`src/dma_req_cfg.svh`:
```
// Register offsets, field positions, reset values and counts
// for the request sampling and transfer-end block.
// Assumes an 8-bit word address space on the plain register port.
`ifndef DMA_REQ_CFG_SVH
`define DMA_REQ_CFG_SVH

// =====================================================
// Register offsets
`define OFF_CTRL   8'h00
`define OFF_OPER   8'h04
`define OFF_SRC    8'h08
`define OFF_DST    8'h0c
`define OFF_COUNT  8'h10
`define OFF_STAT   8'h14
`define OFF_MASK   8'h18
`define OFF_WAIT   8'h1c

// =====================================================
// Field positions
`define CTRL_EN    0
`define CTRL_IE    1
`define CTRL_BURST 2
`define CTRL_DUAL  3
`define CTRL_EDGE  4
`define CTRL_TE    5
`define OPER_DME   0
`define OPER_NMI_HALT_FLAG  1
`define OPER_AEF   2
`define EV_TE      0
`define EV_NMI     1
`define EV_AE      2
`define WAIT_DUAL_LO   0
`define WAIT_SINGLE_LO 4

// =====================================================
// Reset values and counts
`define RST_WORD   32'h0000_0000
`define RST_COUNT  16'h0000
`define RST_WAIT   8'h00
`define RST_EV     3'h0
`define COUNT_LAST 16'h0001
`define WCNT_ZERO  4'h0

`endif

```
`src/dma_req_pkg.sv`:
```
// Types shared by the request sampling and transfer-end block.
// Assumes the constants of dma_req_cfg.svh are included where needed.
package dma_req_pkg;

    // Bus cycle sequencer states.
    typedef enum logic [2:0] {
        ST_IDLE   = 3'b000,
        ST_LEAD   = 3'b001,
        ST_READ   = 3'b010,
        ST_WRITE  = 3'b011,
        ST_SINGLE = 3'b100
    } bus_state_t;

    // Request pin sampling modes.
    typedef enum logic [2:0] {
        SM_EVERY = 3'b000,
        SM_HOLD  = 3'b001,
        SM_ACK   = 3'b010,
        SM_BOUND = 3'b011,
        SM_NONE  = 3'b100
    } smp_mode_t;

endpackage

```
`src/dma_req_end.sv`:
```
// One external-request DMA channel: request pin sampling, bus cycle
// sequencing with wait states, and per-channel and global transfer end.
// Assumes it owns the bus whenever bus_own is high and that inputs are
// synchronous to clk apart from the request pin, which is synchronised.
//
// Behaviour
// - Bus cycle length follows wait fields: dual uses first, single second.
// - Request sampled before clock rise; DMA cycle starts two states later.
// - Cycle steal samples alike for edge and level; edge seen once only.
// - After cycle steal detect, next sample waits for first acknowledge state.
// - If that sample misses, sample next acknowledge state, then every state.
// - Burst edge: after falling edge transfer to end, pin ignored.
// - Burst edge: after end, sample every state until transfer-end cleared.
// - Burst level single: sample at end of each CPU or DMA cycle.
// - Burst level dual: sample at start of each DMA read cycle.
// - Burst level: boundary sample miss means sampling every state after.
// - Count reaching zero sets transfer-end flag and interrupt if enabled.
// - Clearing channel enable halts channel without transfer-end flag.
// - NMI or address error sets its flag, stops all, keeps registers.
// - Restart only after flag cleared and channel enable set.
// - Dual address error in read completes following write, updates, halts.
// - Clearing master enable aborts at cycle end without transfer-end flag.
// - Burst low level: request high releases bus after current cycle.
// - Cycle steal returns bus after each unit, reacquires per request.
//
// The implementer's own choices: strobed register access and the placing of the registers.
`timescale 1ns/10ps
`include "dma_req_cfg.svh"

module dma_req_end
    import dma_req_pkg::*;
(
    // Clock and reset
    input  wire logic        clk,
    input  wire logic        rst_n,
    // Register port
    input  wire logic [7:0]  reg_addr,
    input  wire logic [31:0] reg_wdata,
    input  wire logic        reg_write,
    input  wire logic        reg_read,
    output logic      [31:0] reg_rdata,
    // Requester pins
    input  wire logic        dma_request_pin_n,
    output logic             dma_acknowledge_pin_n,
    // System events
    input  wire logic        nmi_event,
    input  wire logic        address_error,
    input  wire logic        cpu_cycle_end,
    // Bus cycle outputs
    output logic             bus_own,
    output logic             cycle_active,
    output logic             cycle_write,
    output logic      [31:0] cycle_addr,
    // Interrupts
    output logic             dma_end_interrupt,
    output logic             irq
);

    // =====================================================
    // State
    bus_state_t  state, next_state;
    smp_mode_t   smode, next_smode;
    logic        req_s1, req_s2, req_prev;
    logic        pend, next_pend;
    logic        first, next_first;
    logic [3:0]  wcnt, next_wcnt;
    logic        ae_finish, next_ae_finish;
    logic        en, ie, burst, dual, edge_mode, te;
    logic        next_en, next_ie, next_burst, next_dual, next_edge_mode, next_te;
    logic        master_dma_enable, nmi_halt_flag, aef, next_dme, next_nmi_halt_flag, next_aef;
    logic [31:0] src, dst, next_src, next_dst;
    logic [15:0] count, next_count;
    logic [7:0]  wait_ctrl, next_wait_ctrl;
    logic [2:0]  stat, mask, next_stat, next_mask;
    logic [31:0] next_rdata;

    // Decoded conditions
    logic        detect, in_cycle, ack, cycle_end, sample_now, hit;
    logic        run_ok, stop, ae_now, ae_hold, xfer_done, last;
    logic [3:0]  wait_load;
    logic        te_set, nmi_set, ae_set;
    logic        wr_ctrl, wr_oper, wr_stat;

    // =====================================================
    // Decode
    // edge versus level
    assign detect    = edge_mode ? (req_s2 & ~req_prev) : req_s2;
    assign in_cycle  = (state == ST_READ) || (state == ST_WRITE) || (state == ST_SINGLE);
    assign ack       = (state == ST_READ) || (state == ST_SINGLE);
    assign cycle_end = in_cycle && (wcnt == `WCNT_ZERO);
    assign wait_load = dual ? wait_ctrl[`WAIT_DUAL_LO +: 4] : wait_ctrl[`WAIT_SINGLE_LO +: 4];
    assign run_ok    = en && master_dma_enable && !nmi_halt_flag && !aef && !te;
    assign ae_now    = address_error && in_cycle;
    assign ae_hold   = ae_finish || (ae_now && state == ST_READ);
    assign stop      = !en || nmi_halt_flag || nmi_event || ((aef || ae_now) && !ae_hold);
    assign last      = (count == `COUNT_LAST);
    assign xfer_done = cycle_end && (state == ST_WRITE || state == ST_SINGLE) && !stop;
    assign te_set    = xfer_done && last && master_dma_enable; // no end flag after master disable.
    assign nmi_set   = nmi_event;
    assign ae_set    = ae_now;
    assign wr_ctrl   = reg_write && reg_addr == `OFF_CTRL;
    assign wr_oper   = reg_write && reg_addr == `OFF_OPER;
    assign wr_stat   = reg_write && reg_addr == `OFF_STAT;
    assign hit       = sample_now && detect;

    // Sample points per mode; the pin is only looked at where this is high.
    always_comb begin
        unique case (smode)
            SM_EVERY: sample_now = 1'b1;
            SM_HOLD:  sample_now = ack && first;
            SM_ACK:   sample_now = ack && !first;
            SM_BOUND: sample_now = dual ? (state == ST_READ && first)
                                        : ((state == ST_SINGLE && cycle_end) || cpu_cycle_end);
            SM_NONE:  sample_now = 1'b0;
            default:  sample_now = 1'b0;
        endcase
    end

    // =====================================================
    // Register file next values
    // Status flags are write-one-to-clear and a set in the same cycle wins.
    always_comb begin
        next_en        = en;
        next_ie        = ie;
        next_burst     = burst;
        next_dual      = dual;
        next_edge_mode = edge_mode;
        next_dme       = master_dma_enable;
        next_wait_ctrl = wait_ctrl;
        next_mask      = mask;
        if (wr_ctrl) begin
            next_en        = reg_wdata[`CTRL_EN];
            next_ie        = reg_wdata[`CTRL_IE];
            next_burst     = reg_wdata[`CTRL_BURST];
            next_dual      = reg_wdata[`CTRL_DUAL];
            next_edge_mode = reg_wdata[`CTRL_EDGE];
        end
        if (wr_oper) begin
            next_dme = reg_wdata[`OPER_DME];
        end
        if (reg_write && reg_addr == `OFF_WAIT) begin
            next_wait_ctrl = reg_wdata[7:0];
        end
        if (reg_write && reg_addr == `OFF_MASK) begin
            next_mask = reg_wdata[2:0];
        end
        next_te   = (te & ~(wr_ctrl & reg_wdata[`CTRL_TE])) | te_set;
        next_nmi_halt_flag = (nmi_halt_flag & ~(wr_oper & reg_wdata[`OPER_NMI_HALT_FLAG])) | nmi_set;
        next_aef  = (aef & ~(wr_oper & reg_wdata[`OPER_AEF])) | ae_set;
        next_stat = (stat & ~({3{wr_stat}} & reg_wdata[2:0])) | {ae_set, nmi_set, te_set};
        // Read data stands only in the cycle after the strobe.
        next_rdata = 32'h0000_0000;
        if (reg_read) begin
            unique case (reg_addr)
                `OFF_CTRL:  next_rdata = {26'h0, te, edge_mode, dual, burst, ie, en};
                `OFF_OPER:  next_rdata = {29'h0, aef, nmi_halt_flag, master_dma_enable};
                `OFF_SRC:   next_rdata = src;
                `OFF_DST:   next_rdata = dst;
                `OFF_COUNT: next_rdata = {16'h0, count};
                `OFF_STAT:  next_rdata = {29'h0, stat};
                `OFF_MASK:  next_rdata = {29'h0, mask};
                `OFF_WAIT:  next_rdata = {24'h0, wait_ctrl};
                default:    next_rdata = 32'h0000_0000;
            endcase
        end
    end

    // =====================================================
    // Sampling and sequencer next values
    always_comb begin
        next_smode     = smode;
        next_pend      = pend;
        next_state     = state;
        next_wcnt      = wcnt;
        next_first     = 1'b0;
        next_ae_finish = ae_finish || (ae_now && state == ST_READ);
        next_src       = src;
        next_dst       = dst;
        next_count     = count;
        // Software loads addresses and count; a unit completing in the same cycle wins.
        if (reg_write && reg_addr == `OFF_SRC) begin
            next_src = reg_wdata;
        end
        if (reg_write && reg_addr == `OFF_DST) begin
            next_dst = reg_wdata;
        end
        if (reg_write && reg_addr == `OFF_COUNT) begin
            next_count = reg_wdata[15:0];
        end
        // Sampling outcome.
        if (hit) begin
            next_pend  = 1'b1;
            next_smode = burst ? (edge_mode ? SM_NONE : SM_BOUND) : SM_HOLD;
        end else if (sample_now) begin
            unique case (smode)
                SM_HOLD: next_smode = SM_ACK;
                SM_ACK:  next_smode = SM_EVERY;
                SM_BOUND: begin
                    next_smode = SM_EVERY;
                    next_pend  = 1'b0;
                end
                default: next_smode = smode;
            endcase
        end else if (smode == SM_ACK && state == ST_IDLE) begin
            // idle fallback: no acknowledge state can come without a request, so avoid a hang.
            next_smode = SM_EVERY;
        end
        // Sequencer.
        if (stop && state != ST_IDLE) begin
            // halt with registers as last completed
            next_state = ST_IDLE;
            next_pend  = 1'b0;
            next_smode = SM_EVERY;
        end else begin
            unique case (state)
                ST_IDLE: begin
                    next_ae_finish = 1'b0;
                    // disabled channel forgets requests, so no stale start on enable.
                    if (!en) begin
                        next_pend  = 1'b0;
                        next_smode = SM_EVERY;
                    end
                    // one lead state, cycle two states after detect
                    if ((pend || hit) && run_ok) begin
                        next_state = ST_LEAD;
                        if (!burst) begin
                            next_pend = 1'b0;
                        end
                    end
                end
                ST_LEAD: begin
                    next_state = dual ? ST_READ : ST_SINGLE;
                    next_wcnt  = wait_load;
                    next_first = 1'b1;
                end
                ST_READ: begin
                    next_wcnt = wcnt - 4'h1;
                    if (cycle_end) begin
                        // abort at end of current cycle
                        next_state = master_dma_enable ? ST_WRITE : ST_IDLE;
                        next_wcnt  = wait_load;
                        next_first = 1'b1;
                    end
                end
                ST_WRITE, ST_SINGLE: begin
                    next_wcnt = wcnt - 4'h1;
                    if (cycle_end) begin
                        next_src   = src + 32'h1;
                        next_dst   = dual ? dst + 32'h1 : dst;
                        next_count = count - 16'h1;
                        next_state = ST_IDLE;
                        if (last) begin
                            // sample every state after the end
                            next_pend  = 1'b0;
                            next_smode = SM_EVERY;
                        end else if (burst && run_ok && !ae_finish
                                     && (edge_mode || next_pend)) begin
                            next_state = dual ? ST_READ : ST_SINGLE;
                            next_wcnt  = wait_load;
                            next_first = 1'b1;
                        end
                    end
                end
                default: next_state = ST_IDLE;
            endcase
        end
    end

    // =====================================================
    // Registers
    always_ff @(posedge clk or negedge rst_n) begin
        if (!rst_n) begin
            req_s1    <= 1'b0;
            req_s2    <= 1'b0;
            req_prev  <= 1'b0;
            state     <= ST_IDLE;
            smode     <= SM_EVERY;
            pend      <= 1'b0;
            first     <= 1'b0;
            wcnt      <= `WCNT_ZERO;
            ae_finish <= 1'b0;
            en        <= 1'b0;
            ie        <= 1'b0;
            burst     <= 1'b0;
            dual      <= 1'b0;
            edge_mode <= 1'b0;
            te        <= 1'b0;
            master_dma_enable       <= 1'b0;
            nmi_halt_flag      <= 1'b0;
            aef       <= 1'b0;
            src       <= `RST_WORD;
            dst       <= `RST_WORD;
            count     <= `RST_COUNT;
            wait_ctrl <= `RST_WAIT;
            stat      <= `RST_EV;
            mask      <= `RST_EV;
            reg_rdata <= `RST_WORD;
        end else begin
            req_s1    <= ~dma_request_pin_n;
            req_s2    <= req_s1;
            req_prev  <= req_s2;
            state     <= next_state;
            smode     <= next_smode;
            pend      <= next_pend;
            first     <= next_first;
            wcnt      <= next_wcnt;
            ae_finish <= next_ae_finish;
            en        <= next_en;
            ie        <= next_ie;
            burst     <= next_burst;
            dual      <= next_dual;
            edge_mode <= next_edge_mode;
            te        <= next_te;
            master_dma_enable       <= next_dme;
            nmi_halt_flag      <= next_nmi_halt_flag;
            aef       <= next_aef;
            src       <= next_src;
            dst       <= next_dst;
            count     <= next_count;
            wait_ctrl <= next_wait_ctrl;
            stat      <= next_stat;
            mask      <= next_mask;
            reg_rdata <= next_rdata;
        end
    end

    // =====================================================
    // Outputs
    // Acknowledge marks the read cycle in dual mode, the whole cycle in single.
    assign dma_acknowledge_pin_n = ~ack;
    assign bus_own      = state != ST_IDLE;
    assign cycle_active = in_cycle;
    assign cycle_write  = state == ST_WRITE;
    assign cycle_addr   = (state == ST_WRITE) ? dst : src;
    assign dma_end_interrupt = te && ie;
    assign irq          = |(stat & mask);
endmodule

```
`config.mk`:
```
export PLATFORM = sky130hd
export DESIGN_NAME = dma_req_end
export DESIGN_NICKNAME = d
export VERILOG_FILES = /design/src/dma_req_pkg.sv /design/src/dma_req_end.sv
export VERILOG_INCLUDE_DIRS = /design/src
export SDC_FILE = /design/constraint.sdc
export NUM_CORES = 1
export LEC_CHECK = 0
export ABC_AREA = 0
export BUFFER_PORTS_ARGS = -buffer_cell sky130_fd_sc_hd__buf_2
export CAP_MARGIN = 0
export CORE_MARGIN = 4
export CORE_UTILIZATION = 45
export CTS_BUF_LIST = sky130_fd_sc_hd__clkbuf_4
export CTS_CLUSTER_SIZE = 30
export DETAILED_ROUTE_END_ITERATION = 10
export PLACE_DENSITY_LB_ADDON = 0.12
export SYNTH_ARGS = -nofsm -noshare
export SYNTH_HDL_FRONTEND = slang
export SYNTH_SLANG_ARGS = --single-unit
```
`constraint.sdc`:
```
create_clock -name clk -period 2.4 [get_ports clk]
set_input_delay 0.24 -clock clk [delete_from_list [all_inputs] [get_ports clk]]
set_output_delay 0.24 -clock clk [all_outputs]
set_load 0.05 [all_outputs]
```
==> results_dict.tcl <==
set metrics [dict create \
    wl_per_cell_um 20.49 \
    synthFlopType "dfrtp_1" \
    yosysTopAreaCell "dfrtp_1" \
    grt_max_degree 59 \
    r2r_end "wcnt[1]" \
    fin_util_pct 63.46 \
    worst_slack_ns -0.05580 \
    seqPwrFrac_pct 51.2 \
    vias_per_cell 5.952 \
    period_needed_ns 2.456 \
    synthDistinctLibCells 81 \
    drtIter0Drc 1196 \
    grt_pass1_wl_mm 49.62 \
    port_buffers 117 \
    clock_path_buffers 2 \
    hold_viol 0 \
    worstMarginPinSlew_ns 0.6993 \
    die-area_mm2 0.02166 \
    gr-total-overflow 0 \
    groute.usage.overall_pct 29.03 \
    crit-reg2reg-launch "wcnt[1]" \
    finalMaxSlewViolations 0 \
    crit_arrival_ns 2.94 \
    hold_path_startpoint "reg_wdata[0]" \
    instances_no_fill 1587 \
    holdWs_ns 0.05999 \
    relSlewSlack_pct 53.23 \
    holdCritPathClass "in -> reg" \
    power.switching_mw 1.697 \
    fin_setup_tns_ns -0.1193 \
    drt-pass1-iter-count 7 \
    io_pins 118 \
    p_int_mw 3.756 \
    synth_area_leaders "dfrtp_1 (43%), nand2_1 (7.7%), nor2_1 (5.4%)" \
    ys_ff_latch 151 \
    nNetsFinal 1366 \
    synth_area_mm2 0.008718 \
    reg2reg_slack_ns -0.06 \
    reg2regPathDepth 10 \
    final_cell_area_mm2 0.01199 \
    clkPwrFrac_pct 31.6 \
    syn-num-nets 1071 \
    final-setup-viol-count 3 \
    antenna_found_initial 2 \
    crit_type "reg -> reg" \
    cts_tree "done" \
    cellPowerDensity_mw_per_mm2 454.9 \
    holdPathEnd "stat[0]" \
    cts.reportedPaths.clkPinSlew_ns 0.14 \
    drc 0 \
    route.vias.total 9446 \
    drt_wl_total_mm 32.52 \
    critPathCaptureType "flop" \
    critPathLaunchType "flop" \
    ys_warn_count 0 \
    ys_seq_area_share_pct 43.34 \
    synthTopCellsByCount "nand2_1 (178), dfrtp_1 (151), nor2_1 (125), a21oi_1 (62), nand3_1 (41)" \
    cts_made_buffers 17 \
    final_layout_size_suffix_gt1_share_pct 32.83 \
    core_area_mm2 0.01889 \
    place_congestion 0.9345 \
    pre_cts_slack_ns -0.2481 \
    dp_hpwl_mm 22.67 \
    rows 50 \
    p_sw_share_pct 31.12 \
    fmax_mhz 407.2 \
    dpl_cell_area_mm2 0.01069 \
    htree_levels 4 \
    hold_depth 3 \
    fin_crit_sh_pct 102.3 \
    leakage_nw 5.596 \
    areaGrowthSynthToFinish_pct 37.51 \
    cts.sinks 151 \
    die_w_um 147.2 \
    rsz0062_at_grt "true" \
    clk_latency_ns 0.58 \
    violations "setup timing" \
    avgSynthCellArea_um2 8.564 \
    die_y_um 147.2 \
    clock-root-buffer "clkbuf_4" \
    synth_top_area_share_pct 43.34 \
    ir_worst_vdd_mv 0.3112 \
    required_ns 2.88 \
    ant_nets 0 \
    cap_violations 0 \
    p_comb_share_pct 17.1 \
    start_util_pct 46.15 \
    synthArstFlopShare_pct 100.0 \
    status "complete, but fails checks" \
    synth_edf_count 0 \
    first_global_vias 8914 \
    dp.cells 1487 \
    synthCells 1018 \
    yosysMostFrequentCell "nand2_1" \
    skew_ns 0.03032 \
    power.total_mw 5.453 \
    cp_max_fo 4 \
]
power groups by stage:
stage	registers, mW	logic (mW)	clock network, mW
2_1_floorplan	2.81	0.464	0
4_1_cts	2.79	0.899	1.77
3_3_place_gp	2.83	0.840	0
5_1_grt	2.81	1.01	1.87
3_5_place_dp	2.84	0.844	0
6_report	2.79	0.934	1.72
cell type report:
type                       instances  area, µm²
antenna                            2      5.005
clock buffer                      19      142.6
clock inverter                    12      152.6
fill                            1661       6904
inverter                          24      90.09
multi-input combinational        787       4921
sequential                       151       3780
tap                              260      325.3
timing repair buffer             332       2572
layer usage:
metal | part of all wire (%) | global-route usage, % | vias up
met4 | 1.8 | 8.108 | 0
li1 | - | - | 4347
met3 | 9.7 | 6.693 | 51
met1 | 43 | 41.48 | 4552
met5 | 0 | 0 | -
met2 | 45 | 44.45 | 496
cells by family after synthesis:
family | synth area share (%)
xor gates and xnor gates | 0.3014
muxes | 4.291
buffers and inverters | 3.832
AOI/OAI and AO/OA | 22.65
and+or+nand+nor | 24.87
adders and majority gates | 0.7176
DFF | 43.34
worst max-delay path, stage by stage (launching register included):
cell,delay [ns]
dfrtp_1,0.42
inv_2,0.09
ha_4,0.14
or3b_4,0.41
buf_6,0.14
o21ai_4,0.11
a21oi_2,0.09
o21ai_2,0.21
nand4_1,0.26
mux2_4,0.38
o221ai_2,0.13
sequential cells by signal (all words and copies together) (netlist names), 3 cells and up:
| signal | cells |
|---|---|
| count | 16 |
| reg_rdata | 32 |
| src | 32 |
| state | 3 |
| smode | 3 |
| dst | 32 |
| wcnt | 4 |
| mask | 3 |
| stat | 3 |
| wait_ctrl | 8 |
what timing repair did:
| item | CTS | global route |
|---|---|---|
| hold endpoints to repair | 116 | 0 |
| gates cloned | 0 | 2 |
| pin swaps | 5 | 14 |
| gates resized for setup | 35 | 56 |
| buffers inserted | 13 | 20 |
| endpoints found under the setup margin | 70 | 77 |
| hold buffers | 32 | 0 |
how the worst max path moves through the flow:
| stage | startpoint | end |
|---|---|---|
| 6_report | wcnt[1] | wcnt[1] |
| 5_1_grt | wcnt[1] | wcnt[0] |
| 4_1_cts | count[11] | wcnt[0] |
| 3_5_place_dp | reg_addr[1] | src[11] |
| 3_3_place_gp | reg_addr[1] | src[11] |
| 2_1_floorplan | wcnt[0] | dst[31] |
cells in the final DEF (no fill, tap or decap), drive strengths merged, types with 9 or more instances in the layout:
master,synthesis,routed
a211o,11,11
a211oi,16,16
a21o,10,10
a21oi,63,63
a222oi,14,14
a22oi,26,26
a311oi,14,14
and3,18,18
buf,22,297
clkbuf,34,22
dfrtp,151,151
dlygate4sd3,0,32
inv,24,26
mux2,23,23
nand2,178,178
nand3,41,41
nand4,16,16
nor2,126,126
nor3,30,30
o21ai,41,41
o22ai,20,20
or3,9,9
Power figures use the tool's default switching activity.
